[config.mk]
export PLATFORM = sky130hd
export DESIGN_NAME = seba_slave
export DESIGN_NICKNAME = d
export VERILOG_FILES = /design/src/design/seba_cond_det.v /design/src/design/seba_cmd_dec.v /design/src/design/seba_slave.v
export VERILOG_INCLUDE_DIRS = /design/src /design/src/design
export SDC_FILE = /design/constraint.sdc
export NUM_CORES = 1
export LEC_CHECK = 0
export BUFFER_PORTS_ARGS = -buffer_cell sky130_fd_sc_hd__buf_4
export CAP_MARGIN = 15
export CORE_MARGIN = 3
export CORE_UTILIZATION = 53
export DETAILED_ROUTE_END_ITERATION = 6
export PLACE_DENSITY_LB_ADDON = 0.05
export RECOVER_POWER = 50
export SKIP_LAST_GASP = 1
export SYNTH_ARGS = -nofsm -noshare
export SYNTH_HDL_FRONTEND = slang
export SYNTH_SLANG_ARGS = --single-unit
[constraint.sdc]
create_clock -name clock_i -period 2.41 [get_ports clock_i]
set_input_delay 0 -clock clock_i [delete_from_list [all_inputs] [get_ports clock_i]]
set_output_delay 0 -clock clock_i [all_outputs]
set_load 0.01 [all_outputs]
[src/design/seba_defs.vh]
// Constants for the serial EEPROM two-wire slave front end
`ifndef SEBA_DEFS_VH
`define SEBA_DEFS_VH
`define SEBA_FIXED_TOP_BIT 7
`define SEBA_SEL_HIGH_BIT 6
`define SEBA_SEL_MID_BIT 5
`define SEBA_SEL_LOW_BIT 4
`define SEBA_UPPER_ADDR_MSB 3
`define SEBA_UPPER_ADDR_LSB 1
`define SEBA_DIR_BIT 0
`define SEBA_ADDR_W 11
`define SEBA_BITS_PER_BYTE 4'h8
`define SEBA_ADDR_RESET 11'h000
`endif

[src/design/seba_cond_det.v]
// Bus-line edge and START/STOP condition detector
module seba_cond_det (
   input wire clock_i, // System clock
   input wire reset_i, // Synchronous reset, active high
   input wire scl_i, // Serial clock level
   input wire sda_i, // Serial data level, wired-AND resolved
   output wire scl_rise_o, // Pulse on serial clock rising edge
   output wire scl_fall_o, // Pulse on serial clock falling edge
   output wire start_o, // Pulse on START condition
   output wire stop_o // Pulse on STOP condition
);
   reg scl_ff;
   reg sda_ff;
   always @(posedge clock_i) begin
      if (reset_i) begin
         scl_ff <= 1'b1;
         sda_ff <= 1'b1;
      end else begin
         scl_ff <= scl_i;
         sda_ff <= sda_i;
      end
   end
   assign scl_rise_o = scl_i & ~scl_ff;
   assign scl_fall_o = ~scl_i & scl_ff;
   // Data edge while clock stays high
   assign start_o = scl_i & scl_ff & sda_ff & ~sda_i;
   assign stop_o = scl_i & scl_ff & ~sda_ff & sda_i;
endmodule

[src/design/seba_cmd_dec.v]
// Command byte decoder: device match, direction and upper address
`include "seba_defs.vh"

module seba_cmd_dec (
   input wire [7:0] cmd_i, // Received command byte
   input wire select_pin_low_i, // Strapped low select pin
   input wire select_pin_mid_i, // Strapped middle select pin
   input wire select_pin_high_i, // Strapped high select pin
   output wire match_o, // Command addresses this device
   output wire read_o, // Direction, high for read
   output wire [2:0] upper_addr_o // Address bits 10..8
);
   wire select_bit_high;
   wire select_bit_mid;
   wire select_bit_low;
   assign select_bit_high = cmd_i[`SEBA_SEL_HIGH_BIT];
   assign select_bit_mid = cmd_i[`SEBA_SEL_MID_BIT];
   assign select_bit_low = cmd_i[`SEBA_SEL_LOW_BIT];
   assign match_o = cmd_i[`SEBA_FIXED_TOP_BIT]
      & (select_bit_high == select_pin_high_i)
      & (select_bit_mid == ~select_pin_mid_i)
      & (select_bit_low == select_pin_low_i);
   assign read_o = cmd_i[`SEBA_DIR_BIT];
   assign upper_addr_o = cmd_i[`SEBA_UPPER_ADDR_MSB:`SEBA_UPPER_ADDR_LSB];
endmodule

[src/design/seba_slave.v]
// Two-wire slave front end of a 2048-byte serial EEPROM
`include "seba_defs.vh"

// What this block does
// Master starts transfers and clocks the bus; this block is slave only.
// Data line driven open-drain only; low wins.
// Return to idle after STOP or end of programming.
// START is falling data while clock high; detected.
// STOP is rising data while clock high; recognised anywhere.
// STOP ending a write transfer starts programming.
// STOP after a sent data byte enters standby, no programming.
// Receiver pulls data low for whole ninth clock as acknowledge.
// Transmitter releases data line after eight bits.
// Addressed receiving device acknowledges each accepted byte.
// Master acknowledges read bytes; ends with no-ack then STOP.
// Data changes only while clock low except START/STOP.
// Nine clocks per byte, eight bits MSB first then acknowledge.
// Master sends a command byte right after every START.
// Command bit 7 must be 1; bits 6..4 compared with select pins.
// Middle select bit matches inverted middle pin; others direct.
// Command bit 0: 0 write, 1 read.
// Write command bits 3..1 load address bits 10..8.
// Read command bits 3..1 ignored; address kept.
// Byte after write command loads address bits 7..0.
// After read command send data while master acknowledges.
// Command forms identified by top bit 1 and direction bit.
// Sample on rising clock edge, drive on falling edge.
// Address counter steps after each acked write byte and each read byte.
// No acknowledge to commands while programming runs.
// Mismatch leaves data released and ignores traffic until START.
module seba_slave #(
   parameter ADDR_W = `SEBA_ADDR_W
) (
   input wire clock_i, // System clock, 250 MHz
   input wire reset_i, // Synchronous reset, active high
   input wire scl_i, // Serial clock from master
   input wire sda_i, // Serial data line level
   output wire sda_o, // Serial data drive value, always low
   output wire sda_oe_o, // High while pulling data line low
   input wire select_pin_low_i, // Strapped low select pin
   input wire select_pin_mid_i, // Strapped middle select pin
   input wire select_pin_high_i, // Strapped high select pin
   input wire prog_busy_i, // Programming cycle running
   input wire [7:0] rd_data_i, // Memory byte at current address
   output reg [ADDR_W-1:0] addr_ff, // Address counter
   output reg [7:0] wr_data_ff, // Last received data byte
   output reg wr_strobe_ff, // Pulse: data byte acknowledged
   output reg prog_start_ff, // Pulse: start programming cycle
   output reg busy_ff // Transfer in progress
);
   localparam ST_IDLE = 3'h0;
   localparam ST_CMD = 3'h1;
   localparam ST_ADDR = 3'h2;
   localparam ST_WDATA = 3'h3;
   localparam ST_RDATA = 3'h4;
   localparam ST_MACK = 3'h5;
   localparam ST_IGNORE = 3'h6;

   wire scl_rise;
   wire scl_fall;
   wire start_det;
   wire stop_det;
   wire cmd_match;
   wire cmd_read;
   wire [2:0] cmd_upper;

   reg [2:0] state_ff;
   reg [3:0] bit_cnt_ff;
   reg [7:0] shift_ff;
   reg ack_phase_ff;
   reg ack_drive_ff;
   reg data_drive_ff;
   reg wrote_ff;
   reg [7:0] tx_ff;

   seba_cond_det u_cond (
      .clock_i(clock_i),
      .reset_i(reset_i),
      .scl_i(scl_i),
      .sda_i(sda_i),
      .scl_rise_o(scl_rise),
      .scl_fall_o(scl_fall),
      .start_o(start_det),
      .stop_o(stop_det)
   );

   seba_cmd_dec u_dec (
      .cmd_i({shift_ff[6:0], sda_i}),
      .select_pin_low_i(select_pin_low_i),
      .select_pin_mid_i(select_pin_mid_i),
      .select_pin_high_i(select_pin_high_i),
      .match_o(cmd_match),
      .read_o(cmd_read),
      .upper_addr_o(cmd_upper)
   );

   // Only ever pull low; release otherwise
   assign sda_o = 1'b0;
   assign sda_oe_o = ack_drive_ff | data_drive_ff;

   always @(posedge clock_i) begin
      wr_strobe_ff <= 1'b0;
      prog_start_ff <= 1'b0;
      if (reset_i) begin
         state_ff <= ST_IDLE;
         bit_cnt_ff <= 4'h0;
         shift_ff <= 8'h00;
         ack_phase_ff <= 1'b0;
         ack_drive_ff <= 1'b0;
         data_drive_ff <= 1'b0;
         wrote_ff <= 1'b0;
         tx_ff <= 8'h00;
         addr_ff <= `SEBA_ADDR_RESET;
         wr_data_ff <= 8'h00;
         busy_ff <= 1'b0;
      end else if (stop_det) begin
         // A STOP ends everything; program only if data was written
         if (state_ff == ST_WDATA && wrote_ff) begin
            prog_start_ff <= 1'b1;
         end
         state_ff <= ST_IDLE;
         ack_drive_ff <= 1'b0;
         data_drive_ff <= 1'b0;
         wrote_ff <= 1'b0;
         busy_ff <= 1'b0;
      end else if (start_det) begin
         // Repeated START also lands here and abandons a pending write
         state_ff <= ST_CMD;
         bit_cnt_ff <= 4'h0;
         ack_phase_ff <= 1'b0;
         ack_drive_ff <= 1'b0;
         data_drive_ff <= 1'b0;
         wrote_ff <= 1'b0;
         busy_ff <= 1'b1;
      end else begin
         case (state_ff)
            ST_IDLE, ST_IGNORE: begin
               ack_drive_ff <= 1'b0;
               data_drive_ff <= 1'b0;
               busy_ff <= (state_ff == ST_IGNORE);
            end
            ST_CMD, ST_ADDR, ST_WDATA: begin
               if (!ack_phase_ff) begin
                  if (scl_rise) begin
                     shift_ff <= {shift_ff[6:0], sda_i};
                     bit_cnt_ff <= bit_cnt_ff + 4'h1;
                     if (bit_cnt_ff == `SEBA_BITS_PER_BYTE - 4'h1) begin
                        bit_cnt_ff <= 4'h0;
                        ack_phase_ff <= 1'b1;
                        if (state_ff == ST_CMD) begin
                           if (!cmd_match || prog_busy_i) begin
                              state_ff <= ST_IGNORE;
                              ack_phase_ff <= 1'b0;
                           end else if (!cmd_read) begin
                              addr_ff[ADDR_W-1:ADDR_W-3] <= cmd_upper;
                           end
                           // Read command keeps the address untouched
                        end else if (state_ff == ST_ADDR) begin
                           addr_ff[7:0] <= {shift_ff[6:0], sda_i};
                        end else begin
                           wr_data_ff <= {shift_ff[6:0], sda_i};
                        end
                     end
                  end
                  if (scl_fall && bit_cnt_ff == 4'h0 && ack_drive_ff) begin
                     ack_drive_ff <= 1'b0;
                  end
               end else begin
                  // Ack is held from the falling edge after bit 8 to the next fall
                  if (scl_fall && !ack_drive_ff) begin
                     ack_drive_ff <= 1'b1;
                  end else if (scl_fall && ack_drive_ff) begin
                     ack_drive_ff <= 1'b0;
                     ack_phase_ff <= 1'b0;
                     if (state_ff == ST_CMD) begin
                        if (shift_ff[`SEBA_DIR_BIT]) begin
                           state_ff <= ST_RDATA;
                           tx_ff <= rd_data_i;
                           data_drive_ff <= ~rd_data_i[7];
                        end else begin
                           state_ff <= ST_ADDR;
                        end
                     end else if (state_ff == ST_ADDR) begin
                        state_ff <= ST_WDATA;
                     end else begin
                        wr_strobe_ff <= 1'b1;
                        wrote_ff <= 1'b1;
                        // Address steps within a page only is left to the writer
                        addr_ff <= addr_ff + {{(ADDR_W-1){1'b0}}, 1'b1};
                     end
                  end
               end
            end
            ST_RDATA: begin
               if (scl_fall) begin
                  bit_cnt_ff <= bit_cnt_ff + 4'h1;
                  if (bit_cnt_ff == `SEBA_BITS_PER_BYTE - 4'h1) begin
                     bit_cnt_ff <= 4'h0;
                     data_drive_ff <= 1'b0;
                     state_ff <= ST_MACK;
                     // Counter steps during each byte read, rolling over at the top
                     addr_ff <= addr_ff + {{(ADDR_W-1){1'b0}}, 1'b1};
                  end else begin
                     tx_ff <= {tx_ff[6:0], 1'b0};
                     data_drive_ff <= ~tx_ff[6];
                  end
               end
            end
            ST_MACK: begin
               if (scl_rise) begin
                  // Master no-ack: release and wait for STOP
                  wrote_ff <= sda_i;
               end
               if (scl_fall) begin
                  if (!wrote_ff) begin
                     state_ff <= ST_RDATA;
                     tx_ff <= rd_data_i;
                     data_drive_ff <= ~rd_data_i[7];
                  end else begin
                     state_ff <= ST_IGNORE;
                  end
                  wrote_ff <= 1'b0;
               end
            end
            default: begin
               state_ff <= ST_IDLE;
            end
         endcase
      end
   end
   // The block never drives the clock; all timing follows scl_i
endmodule

* Word-level counts from Yosys, hierarchy flattened *
Index checks and enable logic that the tools add are counted.

storage, ports and cells
  bits in registers = 49
  bits of input ports = 16
  output and inout bits = 24
  word-level logic and storage cells = 214

cells by class
  add/subtract/negate cells = 2
  equality and inequality tests = 50
  multiplexer cells = 83
  bitwise gates (word level) = 26
  reduce and logical (&&, ||, !) cells = 36

operators by type and width
  cell                                            count
  two-way mux 11 bit                              9
  two-way mux 7 bit                               9
  inequality test 3 bit (second input constant)   19
  two-way mux 3 bit                               16
  two-way mux 1 bit                               34
  inequality test 4 bit (second input constant)   8
  inequality test 2 bit (second input constant)   13
  AND reduction 12 bit                            2
  case mux 11 bit (2 select lines)                1
  AND reduction 11 bit                            2
  case mux 7 bit (3 select lines)                 1
  two-way mux 4 bit                               5
  two-way mux 8 bit                               2
  inverter 1 bit                                  15
  AND reduction 14 bit                            1
  case mux 3 bit (4 select lines)                 1
  adder 11 x 1 -> 11 bit (second input constant)  1
  AND 1 bit                                       10
  AND reduction 5 bit                             2
  nonzero test 2 bit                              5
  equality test 3 bit (second input constant)     3
  AND reduction 9 bit                             1
  case mux 4 bit (2 select lines)                 1
  AND reduction 8 bit                             1
  22 further kinds                                35

* Longest topological paths before layout *
Gate-level depths: netlist (run 1).

  depth after elaboration = 13
  gate-level depth with buffers = 10
  gate-level depth less buffers = 7

* Modules after synthesis *
A second synthesis (run 1) with hierarchy kept.

second synthesis, totals
  cell total of the unflattened synthesis = 350
  area total of the unflattened synthesis = 2881.5 µm²

modules (own cells, without submodules)
  module         instances  cells each  area an instance (µm²)  sequential area each (µm²)
  seba_slave     1          334         2731.4                  940.9
  seba_cond_det  1          8           85.1                    40.0
  seba_cmd_dec   1          8           65.1                    0.0

* Least setup slack after synthesis (run 1) *
OpenSTA, ideal clock, no wires.

  path kind = register -> register
  from = reg bit_cnt_ff[0]
  to = reg addr_ff[8]
  library setup time = 0.071 ns
  arrival time = 2.014 ns
  required time = 2.339 ns
  slack = 0.325 ns
  stages on the path, launching flop included = 9
  path buffers = 2
  period minus slack after synthesis = 2.085 ns
  cell sequence = dfxtp_1 > ha_1 > and3b_1 > buf_2 > a21oi_1 > or4_1 > buf_2 > a2111o_1 > a21oi_1

on the way
  cells in the longest elaborated chain, start to end = 3
  elaborated cells between the ends (all ways) = 4
  those cells by class = 3 x eq/ne; 1 x reduce/logical

ends and longest elaborated chain
  what                                                                      RTL line                            source
  start, declared                                                           seba_slave.v:68                     reg [3:0] bit_cnt_ff;
  start signal, assigned                                                    seba_slave.v:146                    bit_cnt_ff <= bit_cnt_ff + 4'h1;
  start signal, assigned                                                    seba_slave.v:196                    bit_cnt_ff <= bit_cnt_ff + 4'h1;
  equality test 4 x 3 -> 1 bit (*)                                          seba_slave.v:147, seba_slave.v:197
  inequality test 3 bit (no line) or inequality test 2 bit (tied branches)  --
  AND reduction 14 bit (no line) (*)                                        --
  end signal, assigned by index                                             seba_slave.v:155                    addr_ff[ADDR_W-1:ADDR_W-3] <= cmd_upper;
  end signal, assigned                                                      seba_slave.v:189                    addr_ff <= addr_ff + {{(ADDR_W-1){1'b0}}, 1'b1};
  end signal, assigned                                                      seba_slave.v:202                    addr_ff <= addr_ff + {{(ADDR_W-1){1'b0}}, 1'b1};
  end, declared                                                             seba_slave.v:45                     output reg [ADDR_W-1:0] addr_ff,

Every way passes the cells marked *; elsewhere a longest branch is shown, timed or not.
A chain may end at the register's enable or synchronous reset.

* Final worst setup path (run 1) *
  from = in scl_i
  to = reg shift_ff[0]

on the way
  cells in the longest elaborated chain, start to end = 5
  elaborated cells between the ends (all ways) = 9
  those cells by class = 8 x bitwise; 1 x reduce/logical

ends and longest elaborated chain
  what                                       RTL line                                source
  start, declared                            seba_slave.v:36                         input wire scl_i,
  AND 1 bit                                  seba_cond_det.v:26, seba_cond_det.v:27
  AND 1 bit (on tied branches) (2 in a row)  seba_cond_det.v:27, seba_cond_det.v:26
  inverter 1 bit (no line)                   --
  AND reduction 5 bit (no line) (*)          --
  end signal, assigned                       seba_slave.v:145                        shift_ff <= {shift_ff[6:0], sda_i};
  end, declared                              seba_slave.v:69                         reg [7:0] shift_ff;

Marks and branches as above.

==> run_summary.xml, run 1 <==
<?xml version="1.0" encoding="UTF-8"?>
<metrics>
  <group name="clocking">
    <metric name="cts_buffer_depth" unit="">2</metric>
    <metric name="cts.reportedPaths.clkPinSlew" unit="ns">0.09</metric>
    <metric name="post_cts_repair_setup_buffers" unit="">0</metric>
    <metric name="tritoncts_num_sinks" unit="">49</metric>
    <metric name="clk_root_buffer_cell" unit="">sky130_fd_sc_hd__clkbuf_8</metric>
    <metric name="cts-buffers-inserted" unit="">5</metric>
    <metric name="clk-insertion-delay-late" unit="ns">0.31</metric>
    <metric name="tritoncts" unit="">yes</metric>
    <metric name="cts_max_level" unit="">2</metric>
  </group>
  <group name="timing">
    <metric name="worst-slew-pin-transition" unit="ns">0.6018</metric>
    <metric name="timing.final.crit_share" unit="%">93.94</metric>
    <metric name="final_hold_violation_count" unit="">0</metric>
    <metric name="timing_max_transition_violations_final" unit="">0</metric>
    <metric name="maxSlewHeadroom" unit="%">59.80</metric>
    <metric name="post-route-min-period" unit="ns">2.264</metric>
    <metric name="timing.clock.skew" unit="ns">0.007937</metric>
    <metric name="max_clock_freq" unit="GHz">0.4417</metric>
    <metric name="finalSetupViolCount" unit="">0</metric>
    <metric name="postLayoutSetupSlackWorst" unit="ns">0.1462</metric>
    <metric name="rsz_0062_raised_after_global_routing" unit="">false</metric>
    <metric name="setup_tns" unit="ns">0</metric>
  </group>
  <group name="route">
    <metric name="viasPerCell" unit="">5.961</metric>
    <metric name="met3_length" unit="um">411</metric>
    <metric name="drt-initial-drc-count" unit="">212</metric>
    <metric name="remaining_drc_errors" unit="">0</metric>
    <metric name="routed-via-count" unit="">2623</metric>
    <metric name="postRouteAntennaNets" unit="">0</metric>
    <metric name="met1Wirelength" unit="um">3236</metric>
    <metric name="route.met2.wl" unit="um">3246</metric>
    <metric name="highest_layer" unit="">met4</metric>
    <metric name="detailedRoute.firstPassIterationCount" unit="">5</metric>
    <metric name="detail_route.wl_per_cell" unit="um">15.81</metric>
    <metric name="finalWirelength" unit="um">6957</metric>
  </group>
  <group name="synthesis">
    <metric name="netlist.top_cell.by_area" unit="">sky130_fd_sc_hd__dfxtp_1</metric>
    <metric name="post-synth-top-count-cell" unit="">sky130_fd_sc_hd__dfxtp_1</metric>
    <metric name="mean_area_per_synthesized_cell" unit="um2">8.338</metric>
    <metric name="yosysUniqueCellTypes" unit="">61</metric>
    <metric name="syn-cell-area" unit="um2">2776</metric>
    <metric name="number_of_nets_in_the_synthesized_netlist" unit="">355</metric>
    <metric name="ys_ff_latch" unit="">49</metric>
    <metric name="netlist_top_cells_area" unit="">sky130_fd_sc_hd__dfxtp_1, sky130_fd_sc_hd__mux2i_1, sky130_fd_sc_hd__a21oi_1, sky130_fd_sc_hd__nor2_1, sky130_fd_sc_hd__nand2_1</metric>
    <metric name="ys_dominant_reg_cell" unit="">sky130_fd_sc_hd__dfxtp_1</metric>
    <metric name="synth_edf_count" unit="">0</metric>
    <metric name="synth_async_sr_flop_share" unit="%">0</metric>
    <metric name="synth.top_cells.by_count" unit="">sky130_fd_sc_hd__dfxtp_1, sky130_fd_sc_hd__nor2_1, sky130_fd_sc_hd__nand2_1</metric>
    <metric name="yosysSeqAreaShare" unit="%">35.33</metric>
    <metric name="synth_warnings" unit="">0</metric>
    <metric name="synth.top_cell.area_share" unit="%">35.33</metric>
    <metric name="syn_inst" unit="">333</metric>
  </group>
  <group name="setup_path">
    <metric name="reg2regPathDepth" unit="">7</metric>
    <metric name="timing.critical_path.to_type" unit="">flop</metric>
    <metric name="timing.critical_path.from_type" unit="">input port</metric>
    <metric name="timing_worst_setup_path_type" unit="">input port to flop</metric>
    <metric name="cp.arrival" unit="ns">2.45</metric>
    <metric name="worst_ep_required_time" unit="ns">2.60</metric>
    <metric name="worstPathMaxFanout" unit="">7</metric>
  </group>
  <group name="final_layout">
    <metric name="nets" unit="">394</metric>
    <metric name="fillers" unit="">477</metric>
    <metric name="antenna_cells" unit="">0</metric>
    <metric name="final_design_area_no_fill" unit="um2">3148</metric>
    <metric name="finalNonFillerCells" unit="">440</metric>
    <metric name="syn2layout_area_growth" unit="%">13.38</metric>
    <metric name="layout-drive-gt1-share" unit="%">12.06</metric>
  </group>
  <group name="power_and_ir_drop">
    <metric name="power.leakage" unit="nW">1.203</metric>
    <metric name="power.density_cell_area" unit="nW/um2">800.3</metric>
    <metric name="vdd.ir_drop.worst" unit="mV">0.4429</metric>
  </group>
  <group name="placed_design">
    <metric name="detailed_place.area" unit="um2">3152</metric>
    <metric name="pre_cts_ws" unit="ns">0.1805</metric>
    <metric name="post-dp-hpwl" unit="um">5016</metric>
    <metric name="placed_cells" unit="">430</metric>
    <metric name="portBuffers" unit="">38</metric>
    <metric name="place_congestion" unit="">0.9331</metric>
  </group>
  <group name="die">
    <metric name="row_count" unit="">25</metric>
    <metric name="top_level_ports" unit="">40</metric>
    <metric name="core_area" unit="um2">4880</metric>
    <metric name="die_height" unit="um">78.38</metric>
    <metric name="chipWidth" unit="um">78.38</metric>
    <metric name="fp.dieArea" unit="um2">6143</metric>
    <metric name="floorplan.initialDensity" unit="%">56.90</metric>
  </group>
  <group name="status">
    <metric name="status" unit="">completed</metric>
  </group>
  <group name="grt">
    <metric name="globalRoute.totalOverflow" unit="">0</metric>
    <metric name="grt_first_pass_wirelength" unit="um">11420</metric>
    <metric name="initial_antenna_violation_count" unit="">0</metric>
    <metric name="grt_max_degree" unit="">39</metric>
    <metric name="grt_use_total" unit="%">23.19</metric>
    <metric name="grt_pass1_vias" unit="">2372</metric>
  </group>
  <group name="job">
    <metric name="maxCapViolCount" unit="">0</metric>
  </group>
  <group name="min_path">
    <metric name="hp-class" unit="">input port to flop</metric>
    <metric name="timing.hold.worst_path_depth" unit="">4</metric>
  </group>
</metrics>
## placed cells by master (no fill, tap or decap), types with 8 or more instances in the layout
| cell type | n |
|---|---|
| sky130_fd_sc_hd__nor2_1 | 33 |
| sky130_fd_sc_hd__o21ai_0 | 11 |
| sky130_fd_sc_hd__mux2i_1 | 24 |
| sky130_fd_sc_hd__nand3_1 | 12 |
| sky130_fd_sc_hd__nand2_1 | 30 |
| sky130_fd_sc_hd__a21oi_1 | 26 |
| sky130_fd_sc_hd__buf_4 | 23 |
| sky130_fd_sc_hd__a311oi_1 | 8 |
| sky130_fd_sc_hd__dfxtp_1 | 49 |
| sky130_fd_sc_hd__inv_1 | 10 |
| sky130_fd_sc_hd__clkbuf_1 | 30 |
## state kept, by name (all words and copies together), names as in the netlist
signal         count
tx_ff              7
u_cond.sda_ff      1
addr_ff           11
wrote_ff           1
busy_ff            1
wr_data_ff         8
ack_phase_ff       1
ack_drive_ff       1
wr_strobe_ff       1
state_ff           3
prog_start_ff      1
bit_cnt_ff         4
data_drive_ff      1
shift_ff           7
u_cond.scl_ff      1
## cell families after synthesis
logic type,count (synthesis),share of synthesized area (%)
buffers and inverters,34,5.453
AND/OR/NAND/NOR,124,23.12
flip-flops,49,35.33
AO/OA/AOI/OAI,87,22.08
adder cells (fa/ha/maj),6,2.704
other,1,0.1351
XOR/XNOR,8,2.524
multiplexers,24,8.653
## report_power, final
part / total, W / internal, W / switching, W
Combinational: 0.00101 / 0.000415 / 0.000596
Sequential: 0.00101 / 0.000903 / 0.000110
Clock: 0.000495 / 0.000206 / 0.000289
## worst max-delay path, cell delays in order
cell and delay, ns:
sky130_fd_sc_hd__dlygate4sd3_1 0.55, sky130_fd_sc_hd__clkbuf_1 0.14, sky130_fd_sc_hd__ha_1 0.24, sky130_fd_sc_hd__nand3b_1 0.12, sky130_fd_sc_hd__clkbuf_1 0.30, sky130_fd_sc_hd__nand2_1 0.19, sky130_fd_sc_hd__or3b_2 0.64, sky130_fd_sc_hd__mux2i_1 0.21
sky130_fd_sc_hd__nor2_1 0.05
## cell type report
type / count / area, um2 / share of cell area (%)
inverters: 10 / 37.54 / 1.192
flip-flops and latches: 49 / 980.9 / 31.16
clock inverters: 3 / 21.27 / 0.6757
repair buffers: 56 / 310.3 / 9.857
multi-input cells: 250 / 1645 / 52.27
clock buffers: 5 / 68.82 / 2.186
well taps: 67 / 83.83 / 2.663
## worst paths after layout
check                      from             to  slack [ns]
setup / recovery          scl_i    shift_ff[0]        0.15
setup reg to reg  bit_cnt_ff[0]     addr_ff[6]        0.15
hold reg to reg   data_drive_ff  data_drive_ff        0.48
hold / removal     rd_data_i[7]  data_drive_ff        0.05
## stage by stage
step	hold slack [ns]	total power (W)	utilization, %
floorplan	0.1003	0.001792	-
global placement	0.2223	0.002031	64.59
detailed placement	0.2243	0.002042	64.59
CTS	0.04452	0.002547	66.85
global route	0.06119	0.002695	64.51
finish	0.04536	0.002519	64.51
## routing by layer
metal,track usage (%),vias to the layer above
met1,30.98,1233
met4,6.643,0
li1,-,1301
met2,38.53,84
met5,0,-
met3,3.899,5
## repair_timing
action / 4_1_cts / 5_1_grt
endpoints found under the setup margin: 0 / 1
hold buffers: 2 / 0
hold endpoints to repair: 3 / 0
gates resized for setup: 0 / 2
Power figures use the tool's default switching activity.
==> run 2, diff against run 1 <==
ABC_AREA = 1   (was not set)
==> run_summary.xml, run 2 <==
<?xml version="1.0" encoding="UTF-8"?>
<metrics>
  <group name="final_layout">
    <metric name="layout_commonest_cell" unit="">sky130_fd_sc_hd__nand2_1</metric>
    <metric name="largest_reg_flops" unit="">11</metric>
    <metric name="syn2layout_area_growth" unit="%">10.71</metric>
    <metric name="reg_top3" unit="">addr_ff x11, wr_data_ff x8</metric>
    <metric name="fillers" unit="">528</metric>
    <metric name="regMostFlops" unit="">addr_ff</metric>
    <metric name="most-common-layout-cells" unit="">sky130_fd_sc_hd__nand2_1, sky130_fd_sc_hd__nor2_1, sky130_fd_sc_hd__dfxtp_1</metric>
    <metric name="finalCoreUtilization" unit="%">62.93</metric>
    <metric name="nets" unit="">536</metric>
    <metric name="antenna_cells" unit="">0</metric>
    <metric name="layout-drive-gt1-share" unit="%">9.515</metric>
  </group>
  <group name="synthesis">
    <metric name="synth.top_cells.by_count" unit="">sky130_fd_sc_hd__nand2_1, sky130_fd_sc_hd__nor2_1, sky130_fd_sc_hd__dfxtp_1</metric>
    <metric name="yosysUniqueCellTypes" unit="">37</metric>
    <metric name="synth_warnings" unit="">0</metric>
    <metric name="syn_inst" unit="">477</metric>
    <metric name="syn-cell-area" unit="um2">3014</metric>
    <metric name="yosysSeqAreaShare" unit="%">32.54</metric>
    <metric name="netlist_top_cells_area" unit="">sky130_fd_sc_hd__dfxtp_1, sky130_fd_sc_hd__nand2_1, sky130_fd_sc_hd__nor2_1, sky130_fd_sc_hd__o21ai_0, sky130_fd_sc_hd__a21oi_1</metric>
    <metric name="ys_ff_latch" unit="">49</metric>
    <metric name="ys_dominant_reg_cell" unit="">sky130_fd_sc_hd__dfxtp_1</metric>
    <metric name="mean_area_per_synthesized_cell" unit="um2">6.319</metric>
    <metric name="number_of_nets_in_the_synthesized_netlist" unit="">499</metric>
    <metric name="synth_edf_count" unit="">0</metric>
    <metric name="netlist.top_cell.by_area" unit="">sky130_fd_sc_hd__dfxtp_1</metric>
    <metric name="post-synth-top-count-cell" unit="">sky130_fd_sc_hd__nand2_1</metric>
    <metric name="synth.top_cell.area_share" unit="%">32.54</metric>
    <metric name="synth_async_sr_flop_share" unit="%">0</metric>
  </group>
  <group name="route">
    <metric name="detail_route.wl_per_cell" unit="um">13.25</metric>
    <metric name="detailedRoute.firstPassIterationCount" unit="">6</metric>
    <metric name="remaining_drc_errors" unit="">0</metric>
    <metric name="drt-initial-drc-count" unit="">340</metric>
    <metric name="viasPerCell" unit="">5.368</metric>
    <metric name="routed-via-count" unit="">3140</metric>
    <metric name="finalWirelength" unit="um">7751</metric>
    <metric name="postRouteAntennaNets" unit="">0</metric>
  </group>
  <group name="die">
    <metric name="die_height" unit="um">81.41</metric>
    <metric name="core_area" unit="um2">5303</metric>
    <metric name="row_count" unit="">26</metric>
    <metric name="floorplan.initialDensity" unit="%">56.84</metric>
    <metric name="top_level_ports" unit="">40</metric>
    <metric name="fp.dieArea" unit="um2">6628</metric>
    <metric name="chipWidth" unit="um">81.41</metric>
  </group>
  <group name="timing">
    <metric name="timing.clock.skew" unit="ns">0.005539</metric>
    <metric name="timing_max_transition_violations_final" unit="">0</metric>
    <metric name="post-route-min-period" unit="ns">2.019</metric>
    <metric name="maxSlewHeadroom" unit="%">66.47</metric>
    <metric name="final_hold_violation_count" unit="">0</metric>
    <metric name="setup_tns" unit="ns">0</metric>
    <metric name="finalSetupViolCount" unit="">0</metric>
    <metric name="rsz_0062_raised_after_global_routing" unit="">false</metric>
    <metric name="timing.final.crit_share" unit="%">83.76</metric>
    <metric name="max_clock_freq" unit="GHz">0.4954</metric>
    <metric name="worst-slew-pin-transition" unit="ns">0.5014</metric>
  </group>
  <group name="power_and_ir_drop">
    <metric name="swShare" unit="%">48.52</metric>
    <metric name="pwr-share-clk" unit="%">15.4</metric>
    <metric name="comb_power_share" unit="%">51.1</metric>
    <metric name="power.density_cell_area" unit="nW/um2">1052</metric>
    <metric name="power_share_of_the_sequential_group" unit="%">33.5</metric>
    <metric name="power.internal" unit="W">0.001808</metric>
    <metric name="net-switching-power" unit="W">0.001704</metric>
    <metric name="power.leakage" unit="nW">1.511</metric>
    <metric name="vdd.ir_drop.worst" unit="mV">0.4714</metric>
  </group>
  <group name="setup_path">
    <metric name="r2r_slack" unit="ns">0.39</metric>
    <metric name="critical_path_cell_by_cell" unit="">ha_1, nand2_1, nor2_1, nand3_1, nor3_4, o21ai_0, a21oi_1</metric>
    <metric name="worst_path_dominant_cell_family" unit="">simple AND/OR/NAND/NOR gates</metric>
    <metric name="cp-startpoint" unit="">bit_cnt_ff[0]</metric>
    <metric name="worst_path_max_delay_cell" unit="">sky130_fd_sc_hd__nor3_4</metric>
    <metric name="critical_path.reg2reg.startpoint" unit="">bit_cnt_ff[0]</metric>
    <metric name="worst-path-stages" unit="">7</metric>
    <metric name="timing.critical_path.to_type" unit="">flop</metric>
    <metric name="critical-path-max-stage-delay" unit="ns">0.44</metric>
    <metric name="timing.critical_path.from_type" unit="">flop</metric>
    <metric name="cp.arrival" unit="ns">2.27</metric>
    <metric name="worst_ep_required_time" unit="ns">2.66</metric>
    <metric name="crit_buf_inv" unit="">0</metric>
    <metric name="worstPathMaxFanout" unit="">16</metric>
    <metric name="timing_worst_setup_path_type" unit="">flop to flop</metric>
    <metric name="reg2regPathDepth" unit="">7</metric>
  </group>
  <group name="grt">
    <metric name="grt_first_pass_wirelength" unit="um">12920</metric>
    <metric name="grt_pass1_vias" unit="">2763</metric>
    <metric name="grt_use_total" unit="%">24.86</metric>
    <metric name="initial_antenna_violation_count" unit="">0</metric>
    <metric name="grt_max_degree" unit="">39</metric>
    <metric name="globalRoute.totalOverflow" unit="">0</metric>
  </group>
  <group name="min_path">
    <metric name="min_from" unit="">rd_data_i[0]</metric>
    <metric name="hp-class" unit="">input port to flop</metric>
    <metric name="timing.hold.worst_path_depth" unit="">5</metric>
  </group>
  <group name="clocking">
    <metric name="post_cts_repair_setup_buffers" unit="">0</metric>
    <metric name="cts.reportedPaths.clkPinSlew" unit="ns">0.10</metric>
    <metric name="cts_buffer_depth" unit="">2</metric>
    <metric name="cts-buffers-inserted" unit="">5</metric>
    <metric name="tritoncts_num_sinks" unit="">49</metric>
    <metric name="clk_root_buffer_cell" unit="">sky130_fd_sc_hd__clkbuf_8</metric>
    <metric name="cts-resized-gates" unit="">0</metric>
    <metric name="cts_max_level" unit="">2</metric>
    <metric name="cts_hold_repair_buffers" unit="">3</metric>
    <metric name="clk-insertion-delay-late" unit="ns">0.31</metric>
    <metric name="tritoncts" unit="">yes</metric>
  </group>
  <group name="status">
    <metric name="status" unit="">completed</metric>
  </group>
  <group name="placed_design">
    <metric name="post-dp-hpwl" unit="um">5859</metric>
    <metric name="place_congestion" unit="">0.9769</metric>
    <metric name="portBuffers" unit="">38</metric>
  </group>
  <group name="job">
    <metric name="maxCapViolCount" unit="">0</metric>
  </group>
</metrics>
-- run 2: cell families after synthesis --
family	after synthesis	synth area share, %
adder cells (fa/ha/maj)	6	2.491
XOR/XNOR	5	1.453
flip-flops	49	32.54
other	1	0.1244
buffers and inverters	63	9.672
AO/OA/AOI/OAI	80	13.99
AND/OR/NAND/NOR	273	39.73
-- run 2: final cells by class --
type / count / area (um2) / share of cell area [%]
Inverter: 48 / 182.7 / 5.474
Timing Repair Buffer: 45 / 251.5 / 7.537
Clock inverter: 3 / 28.78 / 0.8624
Tap cell: 70 / 87.58 / 2.625
Sequential cell: 49 / 980.9 / 29.40
Clock buffer: 5 / 68.82 / 2.062
Multi-Input combinational cell: 365 / 1737 / 52.04
-- run 2: power groups by stage --
stage	sequential, W	combinational (W)	clock [W]
floorplan	0.00115	0.00143	0
global placement	0.00119	0.00183	0
detailed placement	0.00119	0.00183	0
CTS	0.00117	0.00184	0.000552
global route	0.00120	0.00204	0.000585
finish	0.00118	0.00179	0.000540
-- run 2: tightest hold or removal path, cell delays in order --
cell,delay [ns]
sky130_fd_sc_hd__buf_4,0.08
sky130_fd_sc_hd__nand2_1,0.05
sky130_fd_sc_hd__nand2_1,0.06
sky130_fd_sc_hd__nand2_1,0.05
sky130_fd_sc_hd__nor2_1,0.08
-- run 2: path summary, 6_finish.rpt --
path | to
setup / recovery | wr_data_ff[6]
hold / removal | tx_ff[0]
setup reg to reg | wr_data_ff[6]
hold reg to reg | data_drive_ff
-- run 2: through the flow --
stage / cells / setup slack (ns) / cell area [um2] / hold slack [ns] / power [W]
2_1_floorplan: 477 / 0.7734 / 3014 / 0.06907 / 0.002584
6_report: 585 / 0.3915 / 3337 / 0.03225 / 0.003512
4_1_cts: 585 / 0.4255 / 3436 / 0.03142 / 0.003564
3_5_place_dp: 574 / 0.4588 / 3308 / 0.2163 / 0.003020
3_3_place_gp: 574 / 0.4563 / 3308 / 0.2141 / 0.003018
5_1_grt: 585 / 0.2016 / 3337 / 0.06174 / 0.003830
-- run 2: per-layer routing --
metal / wire, um / track usage [%] / vias to the layer above
met1: 3652 / 35.88 / 1390
li1: - / - / 1596
met5: 0 / 0 / -
met2: 3339 / 37.38 / 131
met3: 584 / 3.289 / 23
met4: 176 / 9.628 / 0
